File: src/logic/timer_consts.svh
`ifndef TIMER_CONSTS_SVH
`define TIMER_CONSTS_SVH

// register bus geometry
`define TMR_ADDR_W 4
`define TMR_DATA_W 16

// register offsets
`define OFF_MODE_CTRL 4'h0
`define OFF_CAPCOMP_CTRL 4'h1
`define OFF_PRESCALER_CTRL 4'h2
`define OFF_UP_COUNTER 4'h3
`define OFF_FIRST_CAPCOMP 4'h4
`define OFF_SECOND_CAPCOMP 4'h5
`define OFF_IRQ_STATUS 4'h6
`define OFF_IRQ_CLEAR 4'h7
`define OFF_IRQ_ENABLE 4'h8

// timer_mode_ctrl fields
`define MODE_HI_BIT 3
`define MODE_LO_BIT 2
`define TOGGLE_CLR_BIT 1
`define MODE_CTRL_W 4

// capcomp_ctrl fields
`define CC_CAP0_BIT 0
`define CC_REV_BIT 1
`define CC_CAP1_BIT 2
`define CAPCOMP_CTRL_W 3

// prescaler_mode_ctrl fields
`define PRM_CLK_HI 1
`define PRM_CLK_LO 0
`define PRM_PEDGE_HI 5
`define PRM_PEDGE_LO 4
`define PRM_SEDGE_HI 7
`define PRM_SEDGE_LO 6
`define PRESCALER_CTRL_W 8

// operating mode codes
`define MODE_STOP 2'h0
`define MODE_CLEAR_START 2'h2

// edge select codes
`define EDGE_FALL 2'h0
`define EDGE_RISE 2'h1
`define EDGE_BOTH 2'h3

// count clock select codes
`define CLK_DIV1 2'h0
`define CLK_DIV2 2'h1
`define CLK_DIV16 2'h2
`define CLK_PRIMARY 2'h3

// prescaler tap masks
`define PRESCALE_W 8
`define PRE_MASK_DIV2 8'h01
`define PRE_MASK_DIV16 8'h0F

// interrupt status bits
`define IRQ_W 2
`define IRQ_FIRST_BIT 0
`define IRQ_SECOND_BIT 1

// counter reset value and maximum
`define COUNTER_RESET 16'h0000
`define COUNTER_MAX 16'hFFFF

`endif

File: src/logic/timer_pkg.sv
`include "timer_consts.svh"

package timer_pkg;

  typedef struct packed {
    logic [`TMR_ADDR_W-1:0] address;
    logic [`TMR_DATA_W-1:0] write_data;
    logic write_strobe;
    logic read_strobe;
  } reg_bus_type;

  typedef struct packed {
    logic sync1;
    logic sync2;
    logic last;
  } edge_state_type;

  typedef struct packed {
    logic [`MODE_CTRL_W-1:0] mode_ctrl;
    logic [`CAPCOMP_CTRL_W-1:0] capcomp_ctrl;
    logic [`PRESCALER_CTRL_W-1:0] prescaler_ctrl;
    logic [`TMR_DATA_W-1:0] up_counter;
    logic [`TMR_DATA_W-1:0] first_capcomp_reg;
    logic [`TMR_DATA_W-1:0] second_capcomp_reg;
    logic [`IRQ_W-1:0] irq_status;
    logic [`IRQ_W-1:0] irq_enable;
    logic [`PRESCALE_W-1:0] prescale;
    logic fresh;
    logic timer_output;
    logic first_irq;
    logic second_irq;
    logic irq;
    logic [`TMR_DATA_W-1:0] read_data;
  } timer_state_type;

endpackage : timer_pkg

File: src/logic/trigger_edge_detect.sv
`timescale 1ns/1ps
`include "timer_consts.svh"

module trigger_edge_detect
  import timer_pkg::*;
(
  input wire logic clock,
  input wire logic resetn,
  input wire logic pin,
  output logic rise,
  output logic fall
);

  edge_state_type st;
  edge_state_type next_st;

  // two-stage synchroniser, then a history flop for edge detection
  always_comb begin
    next_st = st;
    next_st.sync1 = pin;
    next_st.sync2 = st.sync1;
    next_st.last = st.sync2;
  end

  always_ff @(posedge clock or negedge resetn) begin
    if (!resetn) begin
      st <= '0;
    end else begin
      st <= next_st;
    end
  end

  // only the second stage and its history are looked at
  assign rise = st.sync2 & ~st.last;
  assign fall = ~st.sync2 & st.last;

endmodule : trigger_edge_detect

File: src/logic/timer_edge_clear_capture.sv
// Functional notes
// - mode code 10 starts clear-and-start counting up from zero
// - without a clearing edge the counter wraps past maximum and keeps counting
// - output toggles on match, and also on primary edge when toggle bit set
// - second register capture: primary edge loads it, raises second irq, clears counter
// - compare value zero matches right after a clear
// - match when counter equals compare value; value three gives four clocks
// - reverse-phase capture: clear on valid edge, load first register on opposite edge
// - reverse-phase capture of first register raises no first irq
// - in reverse-phase capture, secondary edge raises first irq without capture
// - both-edge detection: each edge captures, clears and toggles
// - with both registers capturing, no primary edge means output stays low
// - counter read returns count without disturbing it
//
// Chosen here: the address map and strobed register access.
`timescale 1ns/1ps
`include "timer_consts.svh"

module timer_edge_clear_capture
  import timer_pkg::*;
(
  input wire logic clock,
  input wire logic resetn,
  input wire reg_bus_type bus,
  output logic [`TMR_DATA_W-1:0] read_data,
  input wire logic primary_trigger_input,
  input wire logic secondary_trigger_input,
  output logic timer_output_pin,
  output logic first_event_irq,
  output logic second_event_irq,
  output logic irq
);

  timer_state_type st;
  timer_state_type next_st;

  logic prim_rise;
  logic prim_fall;
  logic sec_rise;
  logic sec_fall;

  // synchronised edge detectors for both trigger pins
  trigger_edge_detect primary_detect (
    .clock(clock),
    .resetn(resetn),
    .pin(primary_trigger_input),
    .rise(prim_rise),
    .fall(prim_fall)
  );

  trigger_edge_detect secondary_detect (
    .clock(clock),
    .resetn(resetn),
    .pin(secondary_trigger_input),
    .rise(sec_rise),
    .fall(sec_fall)
  );

  // valid edge per two-bit select; code 10 selects nothing
  function automatic logic valid_edge(input logic [1:0] sel, input logic r, input logic f);
    logic v;
    v = 1'b0;
    case (sel)
      `EDGE_FALL: v = f;
      `EDGE_RISE: v = r;
      `EDGE_BOTH: v = r | f;
      default: v = 1'b0;
    endcase
    return v;
  endfunction : valid_edge

  // phase opposite to the valid edge; both-edge selection stays both
  function automatic logic opposite_edge(input logic [1:0] sel, input logic r, input logic f);
    logic v;
    v = 1'b0;
    case (sel)
      `EDGE_FALL: v = r;
      `EDGE_RISE: v = f;
      `EDGE_BOTH: v = r | f;
      default: v = 1'b0;
    endcase
    return v;
  endfunction : opposite_edge

  // decoded controls
  logic [1:0] op_mode;
  logic toggle_on_clear_bit;
  logic cap0;
  logic cap1;
  logic reverse_phase_capture_sel;
  logic [1:0] clk_sel;
  logic running;
  logic clear_start;
  logic tick;
  logic prim_valid;
  logic prim_opp;
  logic sec_valid;
  logic clr_edge;
  logic hold_cleared;
  logic match0;
  logic match1;
  logic toggle;
  logic ev_first;
  logic ev_second;

  assign op_mode = st.mode_ctrl[`MODE_HI_BIT:`MODE_LO_BIT];
  assign toggle_on_clear_bit = st.mode_ctrl[`TOGGLE_CLR_BIT];
  assign cap0 = st.capcomp_ctrl[`CC_CAP0_BIT];
  assign cap1 = st.capcomp_ctrl[`CC_CAP1_BIT];
  assign reverse_phase_capture_sel = st.capcomp_ctrl[`CC_REV_BIT];
  assign clk_sel = st.prescaler_ctrl[`PRM_CLK_HI:`PRM_CLK_LO];
  assign running = (op_mode != `MODE_STOP);
  assign clear_start = (op_mode == `MODE_CLEAR_START);

  // count clock: prescaler taps, or the primary valid edge
  always_comb begin
    case (clk_sel)
      `CLK_DIV1: tick = 1'b1;
      `CLK_DIV2: tick = (st.prescale & `PRE_MASK_DIV2) == `PRE_MASK_DIV2;
      `CLK_DIV16: tick = (st.prescale & `PRE_MASK_DIV16) == `PRE_MASK_DIV16;
      default: tick = prim_valid;
    endcase
  end

  // edge qualification
  assign prim_valid = valid_edge(st.prescaler_ctrl[`PRM_PEDGE_HI:`PRM_PEDGE_LO], prim_rise, prim_fall);
  assign prim_opp = opposite_edge(st.prescaler_ctrl[`PRM_PEDGE_HI:`PRM_PEDGE_LO], prim_rise, prim_fall);
  assign sec_valid = valid_edge(st.prescaler_ctrl[`PRM_SEDGE_HI:`PRM_SEDGE_LO], sec_rise, sec_fall);
  assign clr_edge = clear_start & prim_valid;
  // primary edge as count clock in clear-start mode pins the counter at zero
  assign hold_cleared = clear_start & (clk_sel == `CLK_PRIMARY);

  // compare only against a value the counter has just taken, so one match per value
  // zero matches right after a clear
  assign match0 = running & ~cap0 & st.fresh & (st.up_counter == st.first_capcomp_reg);
  assign match1 = running & ~cap1 & st.fresh & (st.up_counter == st.second_capcomp_reg);

  // match toggles, primary edge toggles when enabled
  // an OR of the causes, so a coincident clear and match toggle once
  assign toggle = match0 | match1 | (toggle_on_clear_bit & clr_edge);

  // secondary edge always reports when first register captures
  assign ev_first = match0 | (running & cap0 & sec_valid);
  // capture on primary edge reports on the second line
  assign ev_second = match1 | (cap1 & clr_edge);

  // next-state computation
  always_comb begin
    next_st = st;
    next_st.prescale = st.prescale + `PRESCALE_W'(1);
    next_st.fresh = 1'b0;
    next_st.read_data = '0;

    // software writes; hardware captures below take priority over them
    if (bus.write_strobe) begin
      case (bus.address)
        `OFF_MODE_CTRL: next_st.mode_ctrl = bus.write_data[`MODE_CTRL_W-1:0];
        `OFF_CAPCOMP_CTRL: next_st.capcomp_ctrl = bus.write_data[`CAPCOMP_CTRL_W-1:0];
        `OFF_PRESCALER_CTRL: next_st.prescaler_ctrl = bus.write_data[`PRESCALER_CTRL_W-1:0];
        `OFF_FIRST_CAPCOMP: next_st.first_capcomp_reg = bus.write_data;
        `OFF_SECOND_CAPCOMP: next_st.second_capcomp_reg = bus.write_data;
        `OFF_IRQ_ENABLE: next_st.irq_enable = bus.write_data[`IRQ_W-1:0];
        default: next_st.mode_ctrl = st.mode_ctrl;
      endcase
    end

    // counter
    if (!running) begin
      // stopped counter sits at zero so the mode starts from zero
      next_st.up_counter = `COUNTER_RESET;
    end else if (clr_edge) begin
      // clear to zero on the valid edge
      next_st.up_counter = `COUNTER_RESET;
      next_st.fresh = 1'b1;
    end else if (hold_cleared) begin
      next_st.up_counter = `COUNTER_RESET;
    end else if (tick) begin
      next_st.up_counter = st.up_counter + `TMR_DATA_W'(1);
      next_st.fresh = 1'b1;
    end

    // second register captures the pre-clear count
    if (cap1 && clr_edge) begin
      next_st.second_capcomp_reg = st.up_counter;
    end

    // first register capture source
    if (running && cap0) begin
      if (reverse_phase_capture_sel) begin
        // opposite phase loads the first register
        if (prim_opp) begin
          next_st.first_capcomp_reg = st.up_counter;
        end
      end else if (sec_valid) begin
        next_st.first_capcomp_reg = st.up_counter;
      end
    end

    // stopped output rests low; it only moves on a toggle cause
    if (!running) begin
      next_st.timer_output = 1'b0;
    end else begin
      next_st.timer_output = st.timer_output ^ toggle;
    end

    next_st.first_irq = ev_first;
    next_st.second_irq = ev_second;

    // sticky status: a set in the clearing cycle wins
    if (bus.write_strobe && bus.address == `OFF_IRQ_CLEAR) begin
      next_st.irq_status = st.irq_status & ~bus.write_data[`IRQ_W-1:0];
    end
    next_st.irq_status[`IRQ_FIRST_BIT] = next_st.irq_status[`IRQ_FIRST_BIT] | ev_first;
    next_st.irq_status[`IRQ_SECOND_BIT] = next_st.irq_status[`IRQ_SECOND_BIT] | ev_second;
    next_st.irq = |(next_st.irq_status & next_st.irq_enable);

    // read port: data stands one cycle after the strobe, unmapped reads zero
    if (bus.read_strobe) begin
      case (bus.address)
        `OFF_MODE_CTRL: next_st.read_data = {{(`TMR_DATA_W-`MODE_CTRL_W){1'b0}}, st.mode_ctrl};
        `OFF_CAPCOMP_CTRL: next_st.read_data = {{(`TMR_DATA_W-`CAPCOMP_CTRL_W){1'b0}}, st.capcomp_ctrl};
        `OFF_PRESCALER_CTRL: next_st.read_data = {{(`TMR_DATA_W-`PRESCALER_CTRL_W){1'b0}}, st.prescaler_ctrl};
        // plain read of the live count, no side effect
        `OFF_UP_COUNTER: next_st.read_data = st.up_counter;
        `OFF_FIRST_CAPCOMP: next_st.read_data = st.first_capcomp_reg;
        `OFF_SECOND_CAPCOMP: next_st.read_data = st.second_capcomp_reg;
        `OFF_IRQ_STATUS: next_st.read_data = {{(`TMR_DATA_W-`IRQ_W){1'b0}}, st.irq_status};
        `OFF_IRQ_ENABLE: next_st.read_data = {{(`TMR_DATA_W-`IRQ_W){1'b0}}, st.irq_enable};
        default: next_st.read_data = '0;
      endcase
    end
  end

  // single state register
  always_ff @(posedge clock or negedge resetn) begin
    if (!resetn) begin
      st <= '0;
    end else begin
      st <= next_st;
    end
  end

  // outputs straight from flops
  assign read_data = st.read_data;
  assign timer_output_pin = st.timer_output;
  assign first_event_irq = st.first_irq;
  assign second_event_irq = st.second_irq;
  assign irq = st.irq;
endmodule : timer_edge_clear_capture

File: config.mk
export PLATFORM = sky130hd
export DESIGN_NAME = timer_edge_clear_capture
export DESIGN_NICKNAME = d
export VERILOG_FILES = /design/src/logic/timer_pkg.sv /design/src/logic/trigger_edge_detect.sv /design/src/logic/timer_edge_clear_capture.sv
export VERILOG_INCLUDE_DIRS = /design/src /design/src/logic
export SDC_FILE = /design/constraint.sdc
export NUM_CORES = 1
export LEC_CHECK = 0
export BUFFER_PORTS_ARGS = -buffer_cell sky130_fd_sc_hd__buf_2
export CAP_MARGIN = 20
export CORE_UTILIZATION = 40
export CTS_BUF_LIST = sky130_fd_sc_hd__clkbuf_16
export DETAILED_ROUTE_END_ITERATION = 8
export HOLD_SLACK_MARGIN = 0.05
export PLACE_DENSITY = 0.57
export SETUP_SLACK_MARGIN = 0.5
export SLEW_MARGIN = 5
export SYNTH_ARGS = -nofsm -noshare
export SYNTH_HDL_FRONTEND = slang
export SYNTH_SLANG_ARGS = --single-unit
File: constraint.sdc
create_clock -name clock -period 1.7 [get_ports clock]
set_input_delay 0.085 -clock clock [delete_from_list [all_inputs] [get_ports clock]]
set_output_delay 0.085 -clock clock [all_outputs]
set_load 0.1 [all_outputs]
* After elaboration in Yosys (flattened, before gate mapping)
Index checks and enable logic that the tools add are counted.
Word-level totals: input bits 26, output and inout bits 20, bits in registers 102, logic and storage cells 118
Cells by class: equality and inequality tests 20, add/sub/neg operators 2, mux-type cells 26, bitwise logic cells 34, reductions and logical operators 15
Operators by type and width (number):
- $mux 16 | 12
- $pmux 16 s8 | 1
- $eq 16x16->1 | 2
- $mux 32 | 1
- $add 16x1->16 const B | 1
- $and 1x1->1 | 16
- $eq 4x3->1 const B | 4
- $pmux 1 s3 | 4
- $eq 2x2->1 const B | 5
- $add 8x1->8 const B | 1
- $eq 4x2->1 const B | 2
- $eq 4x4->1 const B | 2
- $or 1x1->1 | 8
- $reduce_and 2->1 | 4
- $eq 2x1->1 const B | 3
- $logic_not 2->1 | 3
- $mux 2 | 3
- $not 1->1 | 6
- $reduce_bool 2->1 | 3
- $mux 1 | 5
- $and 2x2->2 | 2
- $eq 4x1->1 const B | 1
- $logic_not 4->1 | 1
- $ne 4x1->1 const B | 1
- 4 further kinds | 6

* Longest topological paths before layout
depth after elaboration 10, mapped depth 10, depth with buffers taken out 8

* Cells and area by module
From an unflattened synthesis, not the netlist that was laid out.
Second synthesis, totals: cell total of the unflattened synthesis 519, area, all modules 5210.0 µm²
By module, submodules not included:
- timer_edge_clear_capture | area an instance 5029.8 µm², times used 1, cells each 509, sequential area each 2302.2 µm²
- trigger_edge_detect | area an instance 90.1 µm², times used 2, cells each 5, sequential area each 75.1 µm²

* Least setup slack after synthesis
No wires, ideal clock.
path type reg2reg, from reg primary_detect.st, in the netlist primary_detect.next_st[0], to reg st, in the netlist irq, path slack -0.086 ns, clock period less this slack 1.786 ns, arrival time 1.665 ns, library setup time 0.121 ns, data required time 1.579 ns, stages on the path, launching flop included 10, buffers on the path 1, cell sequence dfrtp_1 -> inv_1 -> ha_1 -> nand3b_1 -> o21a_4 -> nor3_2 -> and2_1 -> buf_2 -> a211o_2 -> a22o_1
RTL lines:
- start, declared | line trigger_edge_detect.sv:14 | edge_state_type st;
- start signal, assigned | line trigger_edge_detect.sv:29 | st <= next_st;
- end signal, assigned | line timer_edge_clear_capture.sv:239 | st <= next_st;
- end, declared | line timer_edge_clear_capture.sv:34 | timer_state_type st;

==> metrics.yaml <==
vias_per_cell: 5.513
cts_buffers: 9
cts_root_buf: "clkbuf_16"
drive_above_1_share: 0.4501
cts.path.max_buffers: 2
initial_core_util: 0.4155
syn_area_um2: 5308
antenna_found_initial: 0
critPathMaxStageDelay_ps: 390
crit_type: "reg -> reg"
gr-usage-met3: 0.04016
finalCritPeriodShare: 1.147
arrival_ps: 2230
yosysWarnings: 0
grt_pass1_vias: 4324
grt-ovfl-total: 0
area_growth_pct: 39.86
finalWorstSetupSlack_ps: -249.3
antennaDiodeCount: 0
met2_usage: 0.3859
intPower_w: 0.005783
post-route-util: 0.5812
status: "finished with violations"
cp.required_ps: 1980
die_h_um: 117.2
hpwlAfterDp_um: 9996
powerDensity_nw_per_um2: 1227
synth_fa_ha_area_frac: 0.01414
cts_tree: "yes"
crit_slowest_cell: "dfrtp_1"
grt_max_degree: 42
crit_fanout: 8
fin_nets: 658
clk_pin_slew_worst_paths_ps: 70
track_usage: 0.2368
comb_power_share: 0.403
die_w_um: 117.2
p_sw_w: 0.003323
worst_slew_pin_slew_ps: 488.0
synth.net_count: 540
endpoint_kind: "flop"
power.static_leakage_nw: 3.724
globalplace.congestion: 0.8838
ys.flop_type: "dfrtp_1"
p_seq_frac: 0.376
async_flop_share: 1.000
drv_slew: 0
vias: 4427
core-area_um2: 12770
path_cells: "ha_1, mux2i_1, a22oi_2, buf_4, a211oi_4, buf_6, buf_16, nand2_2, o21ai_1"
busiest_layer: "met2"
synthXorXnorAreaFrac: 0.08086
worstSetupStartpointType: "flop"
met1_usage: 0.3140
violations: "negative setup slack"
synth_top_family_by_area: "simple AND/OR/NAND/NOR gates"
p_clk_frac: 0.221
yosysSeqAreaShare: 0.4620
ys_seq_elements: 98
synthCells: 508
die_area_um2: 13730
finalPower_w: 0.009106
synthSimpleGateAreaFrac: 0.1462
cap_violations: 0
setup_viol: 52
vdd_drop_max_v: 0.0006387
wl_per_cell_um: 19.86
htreeDepth: 3
synth_compound_area_frac: 0.1113
relSlewSlack: 0.6747
fin_skew_ps: 6.732
cts_sinks: 98
hp-class: "in -> reg"
first_pass_iters: 8
hold_viol_final: 0
muxShareOfSynthArea: 0.1099
period_needed_ps: 1949
drt-initial-drc-count: 483
rsz0062_at_grt: "yes"
io_buffers: 45
ios: 46
grt_pass1_wl_um: 23680
dp_cells: 747
drc_errors: 0
max_freq_ghz: 0.5130
clk-insertion-delay-late_ps: 360
antenna_left: 0
synth-edff-count: 0
final_cells: 803
yosysUniqueCellTypes: 50
syn_avg_cell_area_um2: 10.45
row_count: 41
switching_share: 0.3649
wl_um: 15950
[layout by cell type (no fill, tap or decap), types with 4 or more instances in the layout]
master          n
dfrtp_1        93
buf_4          69
xor2_1         40
mux2i_1        37
nor2_1         32
buf_2          28
nand2_2        23
buf_6          23
o21ai_2        21
mux2_2         18
nand2_4        14
a222oi_1       14
dlygate4sd3_1  14
clkbuf_4       14
inv_1          13
o21ai_1        13
nand2_1        13
nand4_1        12
clkbuf_16      12
a21oi_1         9
buf_12          9
nand3_1         6
nor4_2          6
o21ai_0         5
and2_1          5
and3_1          5
ha_1            5
dfrtp_2         5
nand3b_1        4
xnor2_1         4
nand3_2         4
[cell families after synthesis]
| logic type | Yosys count |
|---|---|
| flip-flops | 98 |
| AND/OR/NAND/NOR | 145 |
| buffers and inverters | 68 |
| XOR/XNOR | 49 |
| AO/OA/AOI/OAI | 86 |
| adder cells (fa/ha/maj) | 6 |
| multiplexers | 56 |
[what timing repair did]
action                                 CTS  global route
hold buffers                            14             0
pin swaps                               31            47
endpoints found under the hold margin   48             0
setup endpoints to repair               60            77
gates cloned                             3             4
setup buffers                            7            12
resized for setup                       65           103
[final timing paths]
path,startpoint,end,slack (ps),cells after the start
worst max-delay path,secondary_detect.st[0]$_DFF_PN0_,st[55]$_DFF_PN0_,-250,9
min in group asynchronous,resetn,primary_detect.next_st[1]$_DFF_PN0_,230,2
worst min register to register,primary_detect.next_st[1]$_DFF_PN0_,primary_detect.next_st[0]$_DFF_PN0_,360,0
worst max register to register,secondary_detect.st[0]$_DFF_PN0_,st[55]$_DFF_PN0_,-250,9
worst min-delay path,bus[10],st[57]$_DFF_PN0_,60,3
max in group asynchronous,resetn,read_data[6]$_DFF_PN0_,870,3
[flip-flops by register name, summed over array words and instances (netlist names), 2 cells and up]
register                  cells
primary_detect.next_st        2
read_data                    16
st                           65
clk_sel                       2
op_mode                       2
secondary_detect.next_st      2
[final cells by class]
class / instances / area [um^2]
timing repair buffer: 164 / 1503
fill: 1050 / 5350
inverter: 11 / 41.29
sequential: 98 / 2459
clock inverter: 7 / 53.80
tap: 172 / 215.2
multi-input combinational: 342 / 2927
clock buffer: 9 / 225.2
[synth_stat cells (6+ instances only)]
cell | n | area (um^2)
a21oi_1 | 11 | 55.05
ha_1 | 6 | 75.07
buf_6 | 6 | 67.56
xnor2_1 | 7 | 61.31
nand2_1 | 47 | 176.4
a222oi_1 | 14 | 140.1
inv_1 | 11 | 41.29
mux2i_1 | 38 | 380.4
nand4_1 | 12 | 75.07
o21ai_0 | 37 | 185.2
nand3_1 | 11 | 55.05
buf_2 | 26 | 130.1
dfrtp_1 | 98 | 2452
buf_4 | 18 | 135.1
and2_1 | 6 | 37.54
xor2_1 | 42 | 367.9
nor2_1 | 32 | 120.1
mux2_2 | 18 | 202.7
nor4_1 | 10 | 62.56
[per-stage QoR]
stage / TNS [ps] / worst slack (ps) / hold slack, ps / cell area, um^2
6_report: -8361 / -249.3 / 57.47 / 7423
5_1_grt: -13370 / -335.5 / 64.06 / 7423
4_1_cts: -6490 / -192.9 / 56.05 / 6875
3_5_place_dp: -8254 / -249.3 / 71.55 / 6148
3_3_place_gp: -5345 / -142.5 / 69.37 / 6148
2_1_floorplan: -812.4 / -77.33 / -210.6 / 5446
[power groups by stage]
stage / logic [W] / registers [W] / clock network (W)
3_3_place_gp: 0.00267 / 0.00339 / 0
6_report: 0.00367 / 0.00342 / 0.00201
5_1_grt: 0.00390 / 0.00349 / 0.00212
2_1_floorplan: 0.00155 / 0.00346 / 0
3_5_place_dp: 0.00274 / 0.00341 / 0
4_1_cts: 0.00317 / 0.00339 / 0.00202
[metal layers]
layer	wire length (um)	up-vias
li1	-	2019
met5	0	-
met4	294	0
met2	7940	149
met3	791	30
met1	6921	2229
[critical path, delay by kind of cell (launching register included)]
| family | cells | cell delay (ps) |
|---|---|---|
| buffers and inverters | 3 | 480 |
| DFF | 1 | 390 |
| adders and majority gates | 1 | 290 |
| AOI/OAI and AO/OA | 3 | 480 |
| muxes | 1 | 170 |
| and+or+nand+nor | 1 | 50 |
(Power assumes the default switching activity.)
